### src/core/epm_pkg.sv
/*
 * Constants for the enclave perfmon suppression block: register map,
 * field positions, reset values and counter layout.
 * Assumes a 32-bit AXI4-Lite register bus with word-aligned registers.
 */
package epm_pkg;

    // ****************************************************************
    // Register offsets (byte addresses)
    // ****************************************************************
    localparam logic [7:0] EPM_OFF_CTRL     = 8'h00;
    localparam logic [7:0] EPM_OFF_ALLTHR   = 8'h04;
    localparam logic [7:0] EPM_OFF_GSTAT_LO = 8'h08;
    localparam logic [7:0] EPM_OFF_GSTAT_HI = 8'h0C;
    localparam logic [7:0] EPM_OFF_ENTRY_LO = 8'h10;
    localparam logic [7:0] EPM_OFF_ENTRY_HI = 8'h14;

    // ****************************************************************
    // Field positions
    // ****************************************************************
    localparam int EPM_CTRL_PREC_BIT   = 16;  // Precise sampling enable
    localparam int EPM_CTRL_SHARED_BIT = 17;  // Shared counter enable
    localparam int EPM_ASC_BIT         = 60;  // Anti-side-channel flag
    localparam int EPM_ASC_HI_BIT      = EPM_ASC_BIT - 32;
    localparam int EPM_ST_INENC_BIT    = 0;
    localparam int EPM_ST_DEBUG_BIT    = 1;
    localparam int EPM_ST_SIB_BIT      = 2;
    localparam int EPM_ST_TRAP_BIT     = 3;
    localparam int EPM_ST_WIN_BIT      = 4;

    // Counter vector layout: fixed zero, two cycle counters, generals
    localparam int EPM_FIX0   = 0;
    localparam int EPM_FIX1   = 1;
    localparam int EPM_FIX2   = 2;
    localparam int EPM_GP_LSB = 3;

    // ****************************************************************
    // Reset values and bus answers
    // ****************************************************************
    localparam logic [31:0] EPM_CTRL_RST   = 32'h0000_0000;
    localparam logic [31:0] EPM_ALLTHR_RST = 32'h0000_0000;
    localparam logic [1:0]  EPM_RESP_OKAY  = 2'h0;
    localparam logic [1:0]  EPM_RESP_SLV   = 2'h2;

    // Kind of user/supervisor enclave leaf ending
    localparam logic [1:0] EPM_LEAF_SUPER  = 2'h0;  // Any supervisor leaf
    localparam logic [1:0] EPM_LEAF_KEYREP = 2'h1;  // Key derive or report
    localparam logic [1:0] EPM_LEAF_OTHER  = 2'h3;

    // Per-thread enclave state, one-hot
    typedef enum logic [3:0] {
        EPM_ST_OUT  = 4'h1,
        EPM_ST_DBG  = 4'h2,
        EPM_ST_PROT = 4'h4,
        EPM_ST_AEXW = 4'h8
    } epm_state_e;

endpackage : epm_pkg

### src/core/epm_core.sv
/*
 * Enclave perfmon suppression for one hardware thread: gates counters and
 * precise sample records around enclave entries and exits, keeps the
 * anti-side-channel flag, picks the eventing address, and steers buffer
 * faults raised while records are written at an async enclave exit.
 * Assumes the core gives one-cycle event pulses synchronous to I_CLK and
 * holds the sibling-thread level stable while it is valid.
 */
// The AXI4-Lite register port and the address map were chosen for this implementation.
// Function
// - Debug entry: count normally, flag stays clear
// - Non-debug entry: stop all but cycle counters
// - Non-debug entry: suppress precise sample records
// - Non-debug entry: set anti-side-channel flag bit 60
// - Sibling protected: all-threads counters count own thread
// - Exit or async exit: resume suppressed counting
// - Exit: restore sibling all-threads counting
// - Leaf end record reports leaf address
// - Enter/resume record only on debug entry
// - Normal exit record address by entry type
// - Async exit record holds synthetic state, address
// - Second record after event delivery reports entry point
// - Buffer fault outside window: report, skip record
// - Buffer fault in async window: drop, abort
// - Buffer trap in window: pend to boundary
// - After abort, continue delivering exit event
// - Debug mode: transitions count far branch, instruction
// - Non-debug: whole enclave counts once each
// - Shared counters unaffected by entry
// - Flag clear means counters accumulate normally
`timescale 1ns/100ps
module epm_core
    import epm_pkg::*;
#(
    parameter int NUM_GP = 4,   // General counters
    parameter int AW     = 64   // Linear address width
) (
    input  wire logic                I_CLK,          // Core clock
    input  wire logic                I_RST_B,        // Sync reset, low
    input  wire logic [7:0]          I_AWADDR,       // AXI write address
    input  wire logic                I_AWVALID,      // AXI
    output logic                     O_AWREADY,      // AXI
    input  wire logic [31:0]         I_WDATA,        // AXI write data
    input  wire logic [3:0]          I_WSTRB,        // AXI byte enables
    input  wire logic                I_WVALID,       // AXI
    output logic                     O_WREADY,       // AXI
    output logic [1:0]               O_BRESP,        // AXI
    output logic                     O_BVALID,       // AXI
    input  wire logic                I_BREADY,       // AXI
    input  wire logic [7:0]          I_ARADDR,       // AXI read address
    input  wire logic                I_ARVALID,      // AXI
    output logic                     O_ARREADY,      // AXI
    output logic [31:0]              O_RDATA,        // AXI
    output logic [1:0]               O_RRESP,        // AXI
    output logic                     O_RVALID,       // AXI
    input  wire logic                I_RREADY,       // AXI
    input  wire logic                I_ENTER,        // Enter/resume retires
    input  wire logic                I_ENTER_DEBUG,  // Entry permits debug
    input  wire logic [AW-1:0]       I_ENTER_ADDR,   // Enter/resume address
    input  wire logic                I_EXIT,         // Normal exit retires
    input  wire logic [AW-1:0]       I_EXIT_ADDR,    // Exit instr address
    input  wire logic                I_AEX,          // Async exit done
    input  wire logic [AW-1:0]       I_AEX_SAVED,    // Saved in-enclave addr
    input  wire logic [AW-1:0]       I_AEP_ADDR,     // Async entry point
    input  wire logic                I_LEAF_END,     // Other leaf retires
    input  wire logic [1:0]          I_LEAF_KIND,    // Leaf class
    input  wire logic [AW-1:0]       I_LEAF_ADDR,    // Leaf instr address
    input  wire logic                I_PREC_PEND,    // Precise event pending
    input  wire logic                I_EEE_DONE,     // Exit event delivered
    input  wire logic                I_REC_DONE,     // Record write finished
    input  wire logic                I_BUF_FAULT,    // Fault on buffer access
    input  wire logic                I_BUF_TRAP,     // Trap on buffer store
    input  wire logic                I_INSN_BOUND,   // Instruction boundary
    input  wire logic                I_SIB_PROT,     // Sibling non-debug in
    output logic [NUM_GP+2:0]        O_CNT_EN,       // Per-counter enable
    output logic [NUM_GP+2:0]        O_ALL_THR,      // Effective all-threads
    output logic                     O_SHARED_EN,    // Shared counter enable
    output logic                     O_PREC_EN,      // Precise sampling on
    output logic                     O_REC_REQ,      // Write a record, pulse
    output logic [AW-1:0]            O_REC_ADDR,     // Eventing address
    output logic                     O_REC_SYNTH,    // Record of synth state
    output logic                     O_FAULT_RPT,    // Report fault, pulse
    output logic                     O_REC_ABORT,    // Abort record, pulse
    output logic                     O_TRAP_FIRE,    // Deliver trap, pulse
    output logic                     O_EEE_GO,       // Continue exit event
    output logic                     O_BR_INC,       // Branch count +1
    output logic                     O_INS_INC,      // Instruction count +1
    output logic                     O_ASC_FLAG      // Anti-side-channel
);

    localparam int NC = NUM_GP + 3;

    // ****************************************************************
    // State
    // ****************************************************************
    epm_state_e          st_q, st_d;
    logic [31:0]         ctrl_q, allthr_q;
    logic                asc_q;
    logic                dbg_q;        // Type of last entry
    logic [AW-1:0]       entry_q;      // Address of last entry
    logic                trap_q;       // Trap held for boundary
    logic                eee_rec_q;    // Record after event delivery armed
    logic [NC-1:0]       cnt_en_q, allthr_eff_q;
    logic                prec_en_q, shared_q, rec_req_q, synth_q;
    logic [AW-1:0]       rec_addr_q;
    logic                fault_q, abort_q, trapf_q, eee_q, br_q, ins_q;

    // Pick the record address for a given entry type
    function automatic logic [AW-1:0] pick_addr(
        input logic          dbg,
        input logic [AW-1:0] dbg_addr,
        input logic [AW-1:0] ent_addr
    );
        pick_addr = dbg ? dbg_addr : ent_addr;
    endfunction : pick_addr

    // ****************************************************************
    // AXI4-Lite slave
    // ****************************************************************
    logic        awr_q, wr_q, arr_q, bv_q, rv_q, aw_have_q, w_have_q;
    logic [7:0]  awaddr_q;
    logic [31:0] wdata_q, rdata_q;
    logic [3:0]  wstrb_q;
    logic [1:0]  bresp_q, rresp_q;

    wire aw_hs     = I_AWVALID & awr_q;
    wire w_hs      = I_WVALID & wr_q;
    wire aw_have_n = aw_have_q | aw_hs;
    wire w_have_n  = w_have_q | w_hs;
    wire do_wr     = aw_have_n & w_have_n & ~bv_q;
    wire [7:0]  wa = aw_hs ? I_AWADDR : awaddr_q;
    wire [31:0] wd = w_hs ? I_WDATA : wdata_q;
    wire [3:0]  ws = w_hs ? I_WSTRB : wstrb_q;
    wire ar_hs     = I_ARVALID & arr_q;

    // Byte-lane merge for writes
    function automatic logic [31:0] merge(
        input logic [31:0] old,
        input logic [31:0] nw,
        input logic [3:0]  be
    );
        for (int i = 0; i < 4; i++)
        begin
            merge[i*8 +: 8] = be[i] ? nw[i*8 +: 8] : old[i*8 +: 8];
        end
    endfunction : merge

    wire wr_ctrl   = do_wr & (wa == EPM_OFF_CTRL);
    wire wr_allthr = do_wr & (wa == EPM_OFF_ALLTHR);
    wire wr_hi     = do_wr & (wa == EPM_OFF_GSTAT_HI);
    wire wa_ok     = (wa == EPM_OFF_CTRL) | (wa == EPM_OFF_ALLTHR)
                   | (wa == EPM_OFF_GSTAT_HI) | (wa == EPM_OFF_GSTAT_LO);
    // Flag is write-one-to-clear in the upper status word
    wire asc_clr   = wr_hi & ws[EPM_ASC_HI_BIT/8] & wd[EPM_ASC_HI_BIT];

    // Read decode; unmapped offsets answer SLVERR with zero data
    wire [31:0] st_word = {27'h0, (st_q == EPM_ST_AEXW), trap_q, I_SIB_PROT,
                           dbg_q, (st_q != EPM_ST_OUT)};
    logic [31:0] rd_mux;
    logic        rd_ok;
    always_comb
    begin
        rd_ok  = 1'b1;
        unique case (I_ARADDR)
            EPM_OFF_CTRL:     rd_mux = ctrl_q;
            EPM_OFF_ALLTHR:   rd_mux = allthr_q;
            EPM_OFF_GSTAT_LO: rd_mux = st_word;
            EPM_OFF_GSTAT_HI: rd_mux = 32'(asc_q) << EPM_ASC_HI_BIT;
            EPM_OFF_ENTRY_LO: rd_mux = entry_q[31:0];
            EPM_OFF_ENTRY_HI: rd_mux = 32'(entry_q >> 32);
            default:
            begin
                rd_mux = 32'h0000_0000;
                rd_ok  = 1'b0;
            end
        endcase
    end

    // Bus handshake registers; one write and one read in flight
    always_ff @(posedge I_CLK)
    begin
        if (!I_RST_B)
        begin
            {awr_q, wr_q, arr_q} <= 3'h7;
            {bv_q, rv_q, aw_have_q, w_have_q} <= 4'h0;
            awaddr_q <= 8'h00;
            wdata_q  <= 32'h0000_0000;
            wstrb_q  <= 4'h0;
            bresp_q  <= EPM_RESP_OKAY;
            rresp_q  <= EPM_RESP_OKAY;
            rdata_q  <= 32'h0000_0000;
        end
        else
        begin
            if (aw_hs) awaddr_q <= I_AWADDR;
            if (w_hs) wdata_q <= I_WDATA;
            if (w_hs) wstrb_q <= I_WSTRB;
            aw_have_q <= aw_have_n & ~do_wr;
            w_have_q  <= w_have_n & ~do_wr;
            awr_q     <= ~(aw_have_n & ~do_wr) & ~(do_wr | (bv_q & ~I_BREADY));
            wr_q      <= ~(w_have_n & ~do_wr) & ~(do_wr | (bv_q & ~I_BREADY));
            if (do_wr) bresp_q <= wa_ok ? EPM_RESP_OKAY : EPM_RESP_SLV;
            bv_q      <= do_wr | (bv_q & ~I_BREADY);
            if (ar_hs) rdata_q <= rd_mux;
            if (ar_hs) rresp_q <= rd_ok ? EPM_RESP_OKAY : EPM_RESP_SLV;
            rv_q      <= ar_hs | (rv_q & ~I_RREADY);
            arr_q     <= ~(ar_hs | (rv_q & ~I_RREADY));
        end
    end

    // ****************************************************************
    // Enclave state machine and entry latch
    // ****************************************************************
    wire in_prot = (st_q == EPM_ST_PROT);
    wire in_win  = (st_q == EPM_ST_AEXW);
    wire win_end = in_win & (I_REC_DONE | I_BUF_FAULT);

    // Next state: async exit with no record goes straight out
    always_comb
    begin
        st_d = st_q;
        unique case (st_q)
            EPM_ST_OUT:
                if (I_ENTER) st_d = I_ENTER_DEBUG ? EPM_ST_DBG : EPM_ST_PROT;
            EPM_ST_DBG, EPM_ST_PROT:
                if (I_EXIT) st_d = EPM_ST_OUT;
                else if (I_AEX)
                    st_d = (I_PREC_PEND & ctrl_q[EPM_CTRL_PREC_BIT])
                         ? EPM_ST_AEXW : EPM_ST_OUT;
            EPM_ST_AEXW:
                if (win_end) st_d = EPM_ST_OUT;
        endcase
    end

    always_ff @(posedge I_CLK)
    begin
        if (!I_RST_B)
        begin
            st_q     <= EPM_ST_OUT;
            dbg_q    <= 1'b0;
            entry_q  <= '0;
            ctrl_q   <= EPM_CTRL_RST;
            allthr_q <= EPM_ALLTHR_RST;
            asc_q    <= 1'b0;
        end
        else
        begin
            st_q <= st_d;
            if (I_ENTER & (st_q == EPM_ST_OUT))
            begin
                dbg_q   <= I_ENTER_DEBUG;
                entry_q <= I_ENTER_ADDR;
            end
            if (wr_ctrl) ctrl_q <= merge(ctrl_q, wd, ws);
            if (wr_allthr) allthr_q <= merge(allthr_q, wd, ws);
            // Hardware set beats software clear in the same cycle
            if (I_ENTER & ~I_ENTER_DEBUG) asc_q <= 1'b1;
            else if (asc_clr) asc_q <= 1'b0;
        end
    end

    // ****************************************************************
    // Counter gating and sibling demotion
    // ****************************************************************
    // Cycle counters keep running; everything else stops while protected
    logic [NC-1:0] keep_mask;
    always_comb
    begin
        keep_mask = '0;
        keep_mask[EPM_FIX1] = 1'b1;
        keep_mask[EPM_FIX2] = 1'b1;
    end
    wire [NC-1:0] sw_en  = ctrl_q[NC-1:0];
    wire [NC-1:0] en_d   = in_prot ? (sw_en & keep_mask) : sw_en;
    wire [NC-1:0] all_d  = I_SIB_PROT ? '0 : allthr_q[NC-1:0];
    wire          prec_d = ctrl_q[EPM_CTRL_PREC_BIT] & ~in_prot;

    // ****************************************************************
    // Precise record requests and eventing address
    // ****************************************************************
    wire prec_ok  = ctrl_q[EPM_CTRL_PREC_BIT] & I_PREC_PEND;
    wire in_enc   = (st_q == EPM_ST_DBG) | in_prot;
    wire rq_leaf  = I_LEAF_END & (I_LEAF_KIND != EPM_LEAF_OTHER) & ~in_prot;
    wire rq_enter = I_ENTER & I_ENTER_DEBUG & (st_q == EPM_ST_OUT);
    wire rq_exit  = I_EXIT & in_enc;
    wire rq_aex   = I_AEX & in_enc;
    wire rq_eee   = I_EEE_DONE & eee_rec_q;
    wire rec_go   = prec_ok & (rq_leaf | rq_enter | rq_exit | rq_aex | rq_eee);

    logic [AW-1:0] addr_d;
    always_comb
    begin
        if (rq_aex)
            addr_d = pick_addr(dbg_q, I_AEX_SAVED, entry_q);
        else if (rq_exit)
            addr_d = pick_addr(dbg_q, I_EXIT_ADDR, entry_q);
        else if (rq_enter)
            addr_d = I_ENTER_ADDR;
        else if (rq_eee)
            addr_d = I_AEP_ADDR;
        else
            addr_d = I_LEAF_ADDR;
    end

    // Enclave transitions as branches and instructions retired
    wire br_d = (dbg_q & in_enc & (I_EXIT | I_AEX))
              | rq_enter
              | (in_prot & (I_EXIT | I_AEX));

    // ****************************************************************
    // Output registers
    // ****************************************************************
    always_ff @(posedge I_CLK)
    begin
        if (!I_RST_B)
        begin
            cnt_en_q     <= '0;
            allthr_eff_q <= '0;
            prec_en_q    <= 1'b0;
            shared_q     <= 1'b0;
            rec_req_q    <= 1'b0;
            rec_addr_q   <= '0;
            synth_q      <= 1'b0;
            {fault_q, abort_q, trapf_q, eee_q} <= 4'h0;
            {br_q, ins_q, trap_q, eee_rec_q} <= 4'h0;
        end
        else
        begin
            cnt_en_q     <= en_d;
            allthr_eff_q <= all_d;
            prec_en_q    <= prec_d;
            shared_q     <= ctrl_q[EPM_CTRL_SHARED_BIT];
            rec_req_q    <= rec_go;
            if (rec_go) rec_addr_q <= addr_d;
            if (rec_go) synth_q <= rq_aex;
            // Outside the window a fault is reported and the record dropped
            fault_q <= I_BUF_FAULT & ~in_win;
            abort_q <= I_BUF_FAULT;
            // Exit event resumes once the record is written or aborted
            eee_q   <= win_end
                     | (I_AEX & in_enc & (st_d == EPM_ST_OUT));
            // Traps in the window wait for the next boundary
            if (I_BUF_TRAP & in_win) trap_q <= 1'b1;
            else if (I_INSN_BOUND) trap_q <= 1'b0;
            trapf_q <= (trap_q & I_INSN_BOUND)
                     | (I_BUF_TRAP & ~in_win);
            br_q  <= br_d;
            ins_q <= br_d;
            // A pending event after delivery reports the entry point
            if (I_AEX & in_enc) eee_rec_q <= 1'b1;
            else if (I_EEE_DONE | I_ENTER) eee_rec_q <= 1'b0;
        end
    end

    // ****************************************************************
    // Port drive, all straight from flip-flops
    // ****************************************************************
    assign O_AWREADY   = awr_q;
    assign O_WREADY    = wr_q;
    assign O_BRESP     = bresp_q;
    assign O_BVALID    = bv_q;
    assign O_ARREADY   = arr_q;
    assign O_RDATA     = rdata_q;
    assign O_RRESP     = rresp_q;
    assign O_RVALID    = rv_q;
    assign O_CNT_EN    = cnt_en_q;
    assign O_ALL_THR   = allthr_eff_q;
    assign O_SHARED_EN = shared_q;
    assign O_PREC_EN   = prec_en_q;
    assign O_REC_REQ   = rec_req_q;
    assign O_REC_ADDR  = rec_addr_q;
    assign O_REC_SYNTH = synth_q;
    assign O_FAULT_RPT = fault_q;
    assign O_REC_ABORT = abort_q;
    assign O_TRAP_FIRE = trapf_q;
    assign O_EEE_GO    = eee_q;
    assign O_BR_INC    = br_q;
    assign O_INS_INC   = ins_q;
    assign O_ASC_FLAG  = asc_q;

endmodule : epm_core

### config.mk
export PLATFORM = sky130hd
export DESIGN_NAME = epm_core
export DESIGN_NICKNAME = d
export VERILOG_FILES = /design/src/core/epm_pkg.sv /design/src/core/epm_core.sv
export SDC_FILE = /design/constraint.sdc
export NUM_CORES = 1
export LEC_CHECK = 0
export BUFFER_PORTS_ARGS = -buffer_cell sky130_fd_sc_hd__buf_2
export CORE_AREA = 2 2 206 208
export DETAILED_ROUTE_END_ITERATION = 6
export DIE_AREA = 0 0 208 210
export PLACE_DENSITY = 0.72
export SLEW_MARGIN = 20
export SYNTH_ARGS = -nofsm -noshare
export SYNTH_HDL_FRONTEND = slang
export SYNTH_SLANG_ARGS = --single-unit
### constraint.sdc
create_clock -name I_CLK -period 2.3 [get_ports I_CLK]
set_clock_uncertainty 0.1 [all_clocks]
set_input_delay 0.46 -clock I_CLK [delete_from_list [all_inputs] [get_ports I_CLK]]
set_output_delay 0.46 -clock I_CLK [all_outputs]
set_load 0.005 [all_outputs]
==> results of run 1 <==
[critical path, cell delays in order, from the launching register on]
cell,delay (ps)
dfxtp_2,320
or4_4,550
nor4_4,190
o21ai_2,120
or4_1,550
buf_6,180
mux2i_1,170
[cells in the mapped netlist, drive strengths merged (2+ instances only)]
cell type	instances
a21o	2
o41ai	64
a211oi	129
mux2i	54
a22o	26
o2111ai	3
nor2b	79
buf	40
nand3b	2
clkbuf	139
nand4b	3
nor2	74
a21oi	76
dfxtp	308
or4	6
nor4b	4
o31ai	3
nand3	82
o211ai	65
inv	38
mux4	29
and3	5
nor3b	5
nor3	7
o21ai	36
mux2	36
a21boi	76
o21a	67
nand2	368
and2	26
nor4	7
[state kept, by name (all words and copies together), names as in the netlist, 4 cells and up]
signal	count
O_RDATA	32
entry_q	64
wdata_q	32
O_REC_ADDR	64
ctrl_q	32
allthr_q	32
O_CNT_EN	7
wstrb_q	4
st_q	4
O_ALL_THR	7
awaddr_q	8
[where the power goes]
group	total [W]	switching (W)	internal, W	leakage [nW]
combinational	0.00215	0.00122	0.000935	5.98
clock	0.00607	0.00248	0.00358	0.614
sequential	0.00567	0.000181	0.00549	2.50
total	0.0139	0.00389	0.0100	9.10
[through the flow]
stage | worst slack, ps | utilization | hold slack (ps) | TNS, ps | cells
floorplan | -41.8 | - | 324 | -212 | 1875
global placement | -203 | 0.466 | 335 | -6740 | 2836
detailed placement | -263 | 0.466 | 338 | -9000 | 2836
CTS | 8.24 | 0.497 | 31.5 | 0 | 2901
global route | -9.02 | 0.502 | 73.3 | -12.7 | 2911
finish | 33.0 | 0.502 | 54.3 | 0 | 2915
[repair_timing]
action	CTS	global route
hold buffers	0	0
gates cloned	1	1
pin swaps	0	1
resized for setup	5	23
endpoints found under the setup margin	20	73
buffers inserted	0	1
[layout make-up]
| class | instances | area (um^2) | share of cell area |
|---|---|---|---|
| inverters | 38 | 143 | 0.00685 |
| repair buffers | 605 | 3610 | 0.173 |
| multi-input cells | 1349 | 8950 | 0.430 |
| clock buffers | 46 | 1000 | 0.0480 |
| diodes | 12 | 30.0 | 0.00144 |
| flip-flops and latches | 308 | 6180 | 0.297 |
| clock inverters | 18 | 240 | 0.0115 |
| well taps | 539 | 674 | 0.0324 |
[final timing paths]
| kind | to | slack, ps | cells after the start |
|---|---|---|---|
| max | allthr_q[27] | 30 | 6 |
| min | O_REC_ABORT | 50 | 2 |
| max reg2reg | allthr_q[27] | 30 | 6 |
| min reg2reg | O_RDATA[4] | 350 | 1 |
[cells by family (layout without fill, tap and decap cells)]
logic type,after synthesis,after routing
simple gates,672,672
compound gates,554,554
flops,308,308
buf+inv,218,707
mux,119,119
xor+xnor,2,2
other cells,1,14
[per-layer routing]
metal / global-route usage / share of wire / vias to the layer above
li1: - / - / 7684
met1: 0.355 / 0.39 / 7804
met2: 0.474 / 0.47 / 859
met3: 0.0743 / 0.086 / 191
met4: 0.162 / 0.055 / 14
met5: 0 / 0.0018 / -
==> metrics.csv, run 1 <==
stage,metric,value,unit
timing,worst slew pin tran,558,ps
cells_and_area,Filler cells,3990,
worst_hold_path,min-delay worst type,input port to flip-flop,
logic_synthesis,Synth Area in Simple Gates,0.197,
logic_synthesis,warning count from the yosys run,0,
logic_synthesis,multiplexer area fraction after synthesis,0.102,
logic_synthesis,largest family of logic cells by synthesized area,compound AO/OA/AOI/OAI gates,
global_route,vias in the first global route,16100,
global_route,Global Route Usage Sum,0.292,
logic_synthesis,Netlist Area Pre-Place,0.0158,mm^2
timing,post-route clock period utilization,0.986,
floorplanning,core area,0.0415,mm^2
route,DR WL/cell,22.8,um
clock_network,TritonCTS clock tree,yes,
logic_synthesis,Post-Synth XOR/XNOR Area,0.00111,
power,leakage power,9.10,nW
logic_synthesis,Post-Synth Adder-Cell Area,0,
worst_setup_path,kind of critical path,flip-flop to flip-flop,
global_route,pin count of the biggest net entering global routing,114,
cells_and_area,"Design Area, Final",0.0208,mm^2
global_route,initial antenna violation count,26,
clock_network,Num CTS Buffers,36,
worst_setup_path,crit path from,awaddr_q[5],
placement,# port buffers,520,
worst_setup_path,reg2reg start,awaddr_q[5],
route,final WL,66500,um
cells_and_area,"commonest non-fill, non-tap cell in the layout",buf_2,
power,Worst VDD drop,0.475,mV
cells_and_area,share of cells above drive strength 1,0.327,
route,DRC Markers,0,
logic_synthesis,Compound-Gate Fraction of Synth Area,0.253,
route,iteration-0 DRC count of the detailed router,1376,
cells_and_area,Area Growth Syn to Fin,31.6,%
logic_synthesis,Post-synth ARST share,0,
route,vias,16600,
clock_network,Clock Latency Late Sink,550,ps
timing,final slew viol count,0,
timing,Period minus WS final,2270,ps
placement,hpwl dp,49200,um
route,DRT antenna net count,0,
logic_synthesis,"FF+latch count, synth",308,
logic_synthesis,Synth cell types,56,
route,First-pass DRT Iterations,5,
power,Pwr Total,0.0139,W
timing,final setup fails,0,
logic_synthesis,Synth area leader,dfxtp_1,
worst_hold_path,min-delay src,I_BUF_FAULT,
cells_and_area,most frequent cells in the layout,"buf_2, nand2_1, dfxtp_1",
worst_setup_path,crit path launch type,flip-flop,
global_route,global-route wire length before repair,97700,um
clock_network,Clock Sink Count,308,
floorplanning,# rows,75,
logic_synthesis,Post-Synthesis Cells,1874,
clock_network,clock-pin slew on the worst setup and hold paths,60,ps
placement,Post-DP Area,0.0193,mm^2
clock_network,H-Tree Depth,2,
logic_synthesis,"Seq/Total Area, Yosys",0.390,
route,via/cell ratio,5.68,
timing,Final Hold Fails,0,
logic_synthesis,largest cells by area after synthesis,"dfxtp_1, nand2_1, a211oi_1",
floorplanning,Die H,210,um
worst_setup_path,Worst EP required,2660,ps
floorplanning,die area,0.0437,mm^2
global_route,GRT overflow,0,
floorplanning,Die W,208,um
floorplanning,I/O pin cnt,523,
worst_setup_path,worst-path maximum fanout,8,
logic_synthesis,Mean Syn Cell Area,8.44,um^2
floorplanning,Initial Utilization,0.381,
worst_setup_path,Setup crit end kind,flip-flop,
logic_synthesis,number of enable flip-flop cells after synthesis,0,
cells_and_area,Nets,2731,
power,power density over cell area,667,mW/mm^2
placement,GP Congestion,0.942,
clock_network,Bufs on Longest Clock Path,3,
logic_synthesis,post-synth top area share,0.390,
logic_synthesis,Most used DFF post-synth,dfxtp_1,
clock_network,root buffer cell,clkbuf_16,
timing,Fmax,441,MHz
timing,RSZ-0062 raised after global routing,true,
timing,Rel. slew slack,0.628,
worst_setup_path,CP arrival,2630,ps
outcome,status,"complete, no violations",
run,Max Cap Viol,0,
No activity file was read; power rests on OpenSTA's default activity.
==> run 2: changes to the inputs <==
- CORE_AREA: 2 2 206 208 -> 2 2 204 206
- DIE_AREA: 0 0 208 210 -> 0 0 206 208
- PLACE_DENSITY: 0.72 -> 0.7
- clock period: 2.3 -> 2.67 ns (I/O delays scaled with it)
==> metrics.csv, run 2 (same netlist as run 1, synthesis figures left out) <==
stage,metric,value,unit
outcome,status,"complete, no violations",
clock_network,cts hold-fix bufs,0,
timing,Final TNS setup,0,ps
global_route,GRT busiest layer,met2,
worst_setup_path,"setup slack, reg-to-reg",210,ps
global_route,global routing usage on met1,0.361,
worst_hold_path,min-delay src,I_AWADDR[0],
global_route,Global Route Usage Sum,0.293,
cells_and_area,"Design Area, Final",0.0204,mm^2
clock_network,PostCTS Resize Cnt,0,
clock_network,TritonCTS clock tree,yes,
cells_and_area,Filler cells,3894,
power,leakage power,8.86,nW
power,sequential share of power,0.413,
timing,RSZ-0062 raised after global routing,false,
cells_and_area,most frequent cells in the layout,"buf_2, nand2_1, dfxtp_1",
worst_hold_path,hold path endpoint,awaddr_q[0],
worst_setup_path,kind of critical path,flip-flop to flip-flop,
route,via/cell ratio,5.66,
route,DRT antenna net count,0,
worst_setup_path,reg2reg end,O_REC_ADDR[19],
cells_and_area,share of cells above drive strength 1,0.312,
cells_and_area,Nets,2712,
worst_setup_path,Setup crit end kind,flip-flop,
worst_hold_path,min-delay worst type,input port to flip-flop,
run,Max Cap Viol,0,
floorplanning,die area,0.0428,mm^2
global_route,pin count of the biggest net entering global routing,125,
clock_network,H-Tree Depth,2,
timing,worst slew pin tran,827,ps
clock_network,Clock Latency Late Sink,540,ps
global_route,global-route wire length before repair,96200,um
global_route,M3 GR Usage,0.0648,
timing,Final Hold Fails,0,
floorplanning,Initial Utilization,0.390,
floorplanning,core area,0.0406,mm^2
placement,hpwl dp,48800,um
route,DRC Markers,0,
placement,Post-DP Area,0.0192,mm^2
global_route,vias in the first global route,16100,
clock_network,Num CTS Buffers,36,
power,Switching Fraction,0.266,
timing,Period minus WS final,2460,ps
timing,post-route clock period utilization,0.923,
clock_network,clock-pin slew on the worst setup and hold paths,60,ps
timing,final slew viol count,0,
placement,GP Congestion,0.941,
power,power density over cell area,580,mW/mm^2
power,clock power share,0.439,
cells_and_area,"commonest non-fill, non-tap cell in the layout",buf_2,
power,Internal,0.00868,W
global_route,GR Util met2,0.502,
route,final WL,65200,um
route,vias,16300,
power,NetSw,0.00315,W
route,DR WL/cell,22.7,um
cells_and_area,Area Growth Syn to Fin,29.0,%
route,iteration-0 DRC count of the detailed router,1328,
global_route,initial antenna violation count,9,
worst_hold_path,WHS Path Cells,3,
floorplanning,I/O pin cnt,523,
floorplanning,Die H,208,um
worst_setup_path,CP arrival,2750,ps
clock_network,postcts setup bufs,0,
worst_setup_path,crit path launch type,flip-flop,
worst_setup_path,worst-path maximum fanout,62,
global_route,GRT overflow,0,
timing,Fmax,406,MHz
clock_network,root buffer cell,clkbuf_16,
floorplanning,Die W,206,um
timing,Rel. slew slack,0.449,
power,Comb power frac,0.148,
cells_and_area,post-layout util,0.503,
clock_network,Clock Sink Count,308,
worst_setup_path,Worst EP required,2960,ps
clock_network,Bufs on Longest Clock Path,3,
worst_setup_path,reg2reg start,st_q[0],
route,First-pass DRT Iterations,6,
floorplanning,# rows,74,
placement,# port buffers,520,
worst_setup_path,R2R depth,6,
timing,final setup fails,0,
power,Worst VDD drop,0.324,mV
-- run 2: cell count changes in the layout (fill, tap and decap cells not counted), sizes merged --
cell | previous run | this run
buf | 602 | 585
diode | 12 | 2
clkinv | 8 | 2
clkbuf | 48 | 53
inv | 43 | 39
bufbuf | 1 | 0
-- run 2: worst max path at each step --
stage / start / to / depth (start not counted)
after global placement: I_AWADDR[5] / allthr_q[30] / 7
final: st_q[0] / O_REC_ADDR[19] / 6
after global routing: st_q[1] / O_REC_ADDR[38] / 6
after detailed placement: I_AWADDR[5] / ctrl_q[5] / 8
after CTS: st_q[0] / O_REC_ADDR[40] / 6
after floorplan: I_AWADDR[5] / ctrl_q[1] / 5
-- run 2: per-stage QoR --
stage | worst slack (ps) | hold WS (ps) | power (W) | std cells
4_1_cts | 207 | 153 | 0.0119 | 2873
5_1_grt | 35.3 | 159 | 0.0122 | 2875
3_3_place_gp | 78.4 | 339 | 0.00670 | 2813
2_1_floorplan | 206 | 324 | 0.00588 | 1875
6_report | 206 | 170 | 0.0118 | 2875
3_5_place_dp | 35.9 | 347 | 0.00672 | 2813
-- run 2: layout make-up --
class	count	area (um^2)	share of cell area
Tap cell	532	666	0.0326
Sequential cell	308	6170	0.302
Timing Repair Buffer	586	3370	0.165
Multi-Input combinational cell	1349	8810	0.432
Clock buffer	52	1080	0.0530
Inverter	38	143	0.00699
Antenna cell	2	5.00	0.000245
Clock inverter	8	158	0.00773
-- run 2: power groups by stage --
stage	sequential [W]	combinational [W]	clock, W
floorplan	0.00489	0.000995	0
global placement	0.00498	0.00171	0
detailed placement	0.00499	0.00173	0
CTS	0.00489	0.00174	0.00527
global route	0.00490	0.00190	0.00543
finish	0.00488	0.00175	0.00519
-- run 2: layer usage --
layer,part of all wire,wire length (um),vias to the layer above
met5,0.0011,73,-
met4,0.033,2170,10
met3,0.082,5320,150
met2,0.48,31500,751
met1,0.40,26100,7718
li1,-,-,7630
-- run 2: worst max-delay path: stages (launching register included) --
cell	delay, ps
dfxtp_1	480
nor4b_2	550
nand2_4	250
buf_12	250
o21a_1	240
a211oi_1	240
o41ai_1	110
==> run 3: changes to the inputs <==
- REMOVE_ABC_BUFFERS: unset -> 1
==> metrics.csv, run 3 (same netlist as run 1, synthesis figures left out) <==
stage,metric,value,unit
outcome,status,"complete, no violations",
global_route,vias in the first global route,16000,
worst_setup_path,Setup crit end kind,flip-flop,
cells_and_area,Nets,2719,
floorplanning,Initial Utilization,0.390,
worst_setup_path,worst stage delay on the critical path,500,ps
floorplanning,core area,0.0406,mm^2
worst_hold_path,min-delay src,I_BUF_FAULT,
cells_and_area,Reg area,0.00617,mm^2
cells_and_area,share of cells above drive strength 1,0.316,
worst_setup_path,critical path's top delay family,simple AND/OR/NAND/NOR gates,
power,Pwr Total,0.0116,W
placement,hpwl dp,44300,um
route,DR WL/cell,21.1,um
global_route,Global Route Usage Sum,0.274,
global_route,initial antenna violation count,19,
cells_and_area,"commonest non-fill, non-tap cell in the layout",buf_2,
route,DRC Markers,0,
clock_network,postcts setup bufs,0,
power,power density over cell area,569,mW/mm^2
worst_setup_path,Critical-path top delay cell,dfxtp_1,
timing,Final TNS setup,0,ps
worst_setup_path,kind of critical path,flip-flop to flip-flop,
worst_setup_path,reg2reg start,st_q[2],
timing,RSZ-0062 raised after global routing,false,
cells_and_area,Area Growth Syn to Fin,29.4,%
global_route,GRT overflow,0,
floorplanning,# rows,74,
clock_network,Clock Sink Count,308,
placement,Post-Place Cells,2820,
clock_network,Num CTS Buffers,36,
run,Max Cap Viol,0,
timing,Rel. slew slack,0.449,
route,Top Layer Used,met5,
clock_network,TritonCTS clock tree,yes,
timing,final setup fails,0,
route,DRT antenna net count,0,
route,WL met1,24400,um
timing,worst slew pin tran,815,ps
timing,Period minus WS final,2480,ps
clock_network,clock-pin slew on the worst setup and hold paths,60,ps
placement,Post-DP Area,0.0192,mm^2
timing,final slew viol count,0,
floorplanning,Die H,208,um
placement,# port buffers,520,
power,leakage power,8.92,nW
placement,GP Congestion,0.867,
power,Worst VDD drop,0.335,mV
worst_setup_path,crit path launch type,flip-flop,
clock_network,H-Tree Depth,2,
floorplanning,I/O pin cnt,523,
route,met3 wire length,4930,um
cells_and_area,Multi-input gate area,0.00885,mm^2
route,met2 WL,29700,um
cells_and_area,"Design Area, Final",0.0205,mm^2
worst_setup_path,Worst EP required,2980,ps
worst_setup_path,crit path from,st_q[2],
floorplanning,Die W,206,um
worst_setup_path,buffers plus inverters on the worst setup path,3,
route,First-pass DRT Iterations,5,
timing,Final Hold Fails,0,
worst_hold_path,min-delay worst type,input port to flip-flop,
worst_setup_path,CP arrival,2780,ps
floorplanning,die area,0.0428,mm^2
worst_setup_path,CP most frequent cell,buf_4,
route,via/cell ratio,5.62,
route,vias,16300,
global_route,global-route wire length before repair,91900,um
timing,post-route clock period utilization,0.928,
route,iteration-0 DRC count of the detailed router,1222,
clock_network,Bufs on Longest Clock Path,3,
clock_network,root buffer cell,clkbuf_16,
worst_setup_path,worst-path maximum fanout,35,
route,final WL,61100,um
global_route,pin count of the biggest net entering global routing,109,
clock_network,Clock Latency Late Sink,530,ps
timing,Fmax,404,MHz
cells_and_area,most frequent cells in the layout,"buf_2, nand2_1, dfxtp_1",
cells_and_area,Layout Cells excl Fill,2897,
worst_setup_path,critical path cell sequence,nor4b_1 -> buf_4 -> a211oi_1 -> nor4_4 -> buf_4 -> buf_12 -> o211ai_1 -> o41ai_1,
cells_and_area,Filler cells,3873,
-- run 3: changes by cell type in the layout (fill, tap and decap cells not counted), sizes merged --
cell / delta
diode: +11
bufinv: -1
clkinv: +3
clkbuf: -1
inv: +3
buf: +7
-- run 3: path summary, 6_finish.rpt --
kind	end	slack (ps)	cells after the start
hold reg to reg	O_AWREADY	350	1
hold / removal	O_REC_ABORT	160	2
setup / recovery	O_REC_ADDR[13]	190	8
setup reg to reg	O_REC_ADDR[13]	190	8
-- run 3: area by class of cell --
type / count / area share
multi-input combinational: 1349 / 0.432
sequential: 308 / 0.301
timing repair buffer: 593 / 0.167
clock buffer: 51 / 0.0512
tap: 532 / 0.0325
clock inverter: 13 / 0.00758
inverter: 38 / 0.00696
antenna: 13 / 0.00159
-- run 3: per-stage QoR --
step	setup slack (ps)	hold WS (ps)	utilization
3_3_place_gp	41.0	332	0.474
6_report	193	160	0.505
5_1_grt	41.4	141	0.505
3_5_place_dp	-4.20	341	0.474
4_1_cts	167	130	0.504
2_1_floorplan	-4670	324	-
-- run 3: layer usage --
metal,vias to the layer above,GRT usage
met5,-,0
met4,12,0.109
met3,129,0.0569
met2,779,0.471
met1,7691,0.332
li1,7658,-
-- run 3: where the power goes --
part           leakage (nW)  internal (W)  total [W]  switching, W
Combinational          5.82      0.000749    0.00175      0.000997
Clock                 0.595       0.00304    0.00507       0.00203
Sequential             2.50       0.00473    0.00483      0.000101
-- run 3: what timing repair did --
action	CTS	global route
gates resized for setup	0	1
hold buffers	0	0
endpoints found under the setup margin	0	2
hold endpoints to repair	0	0
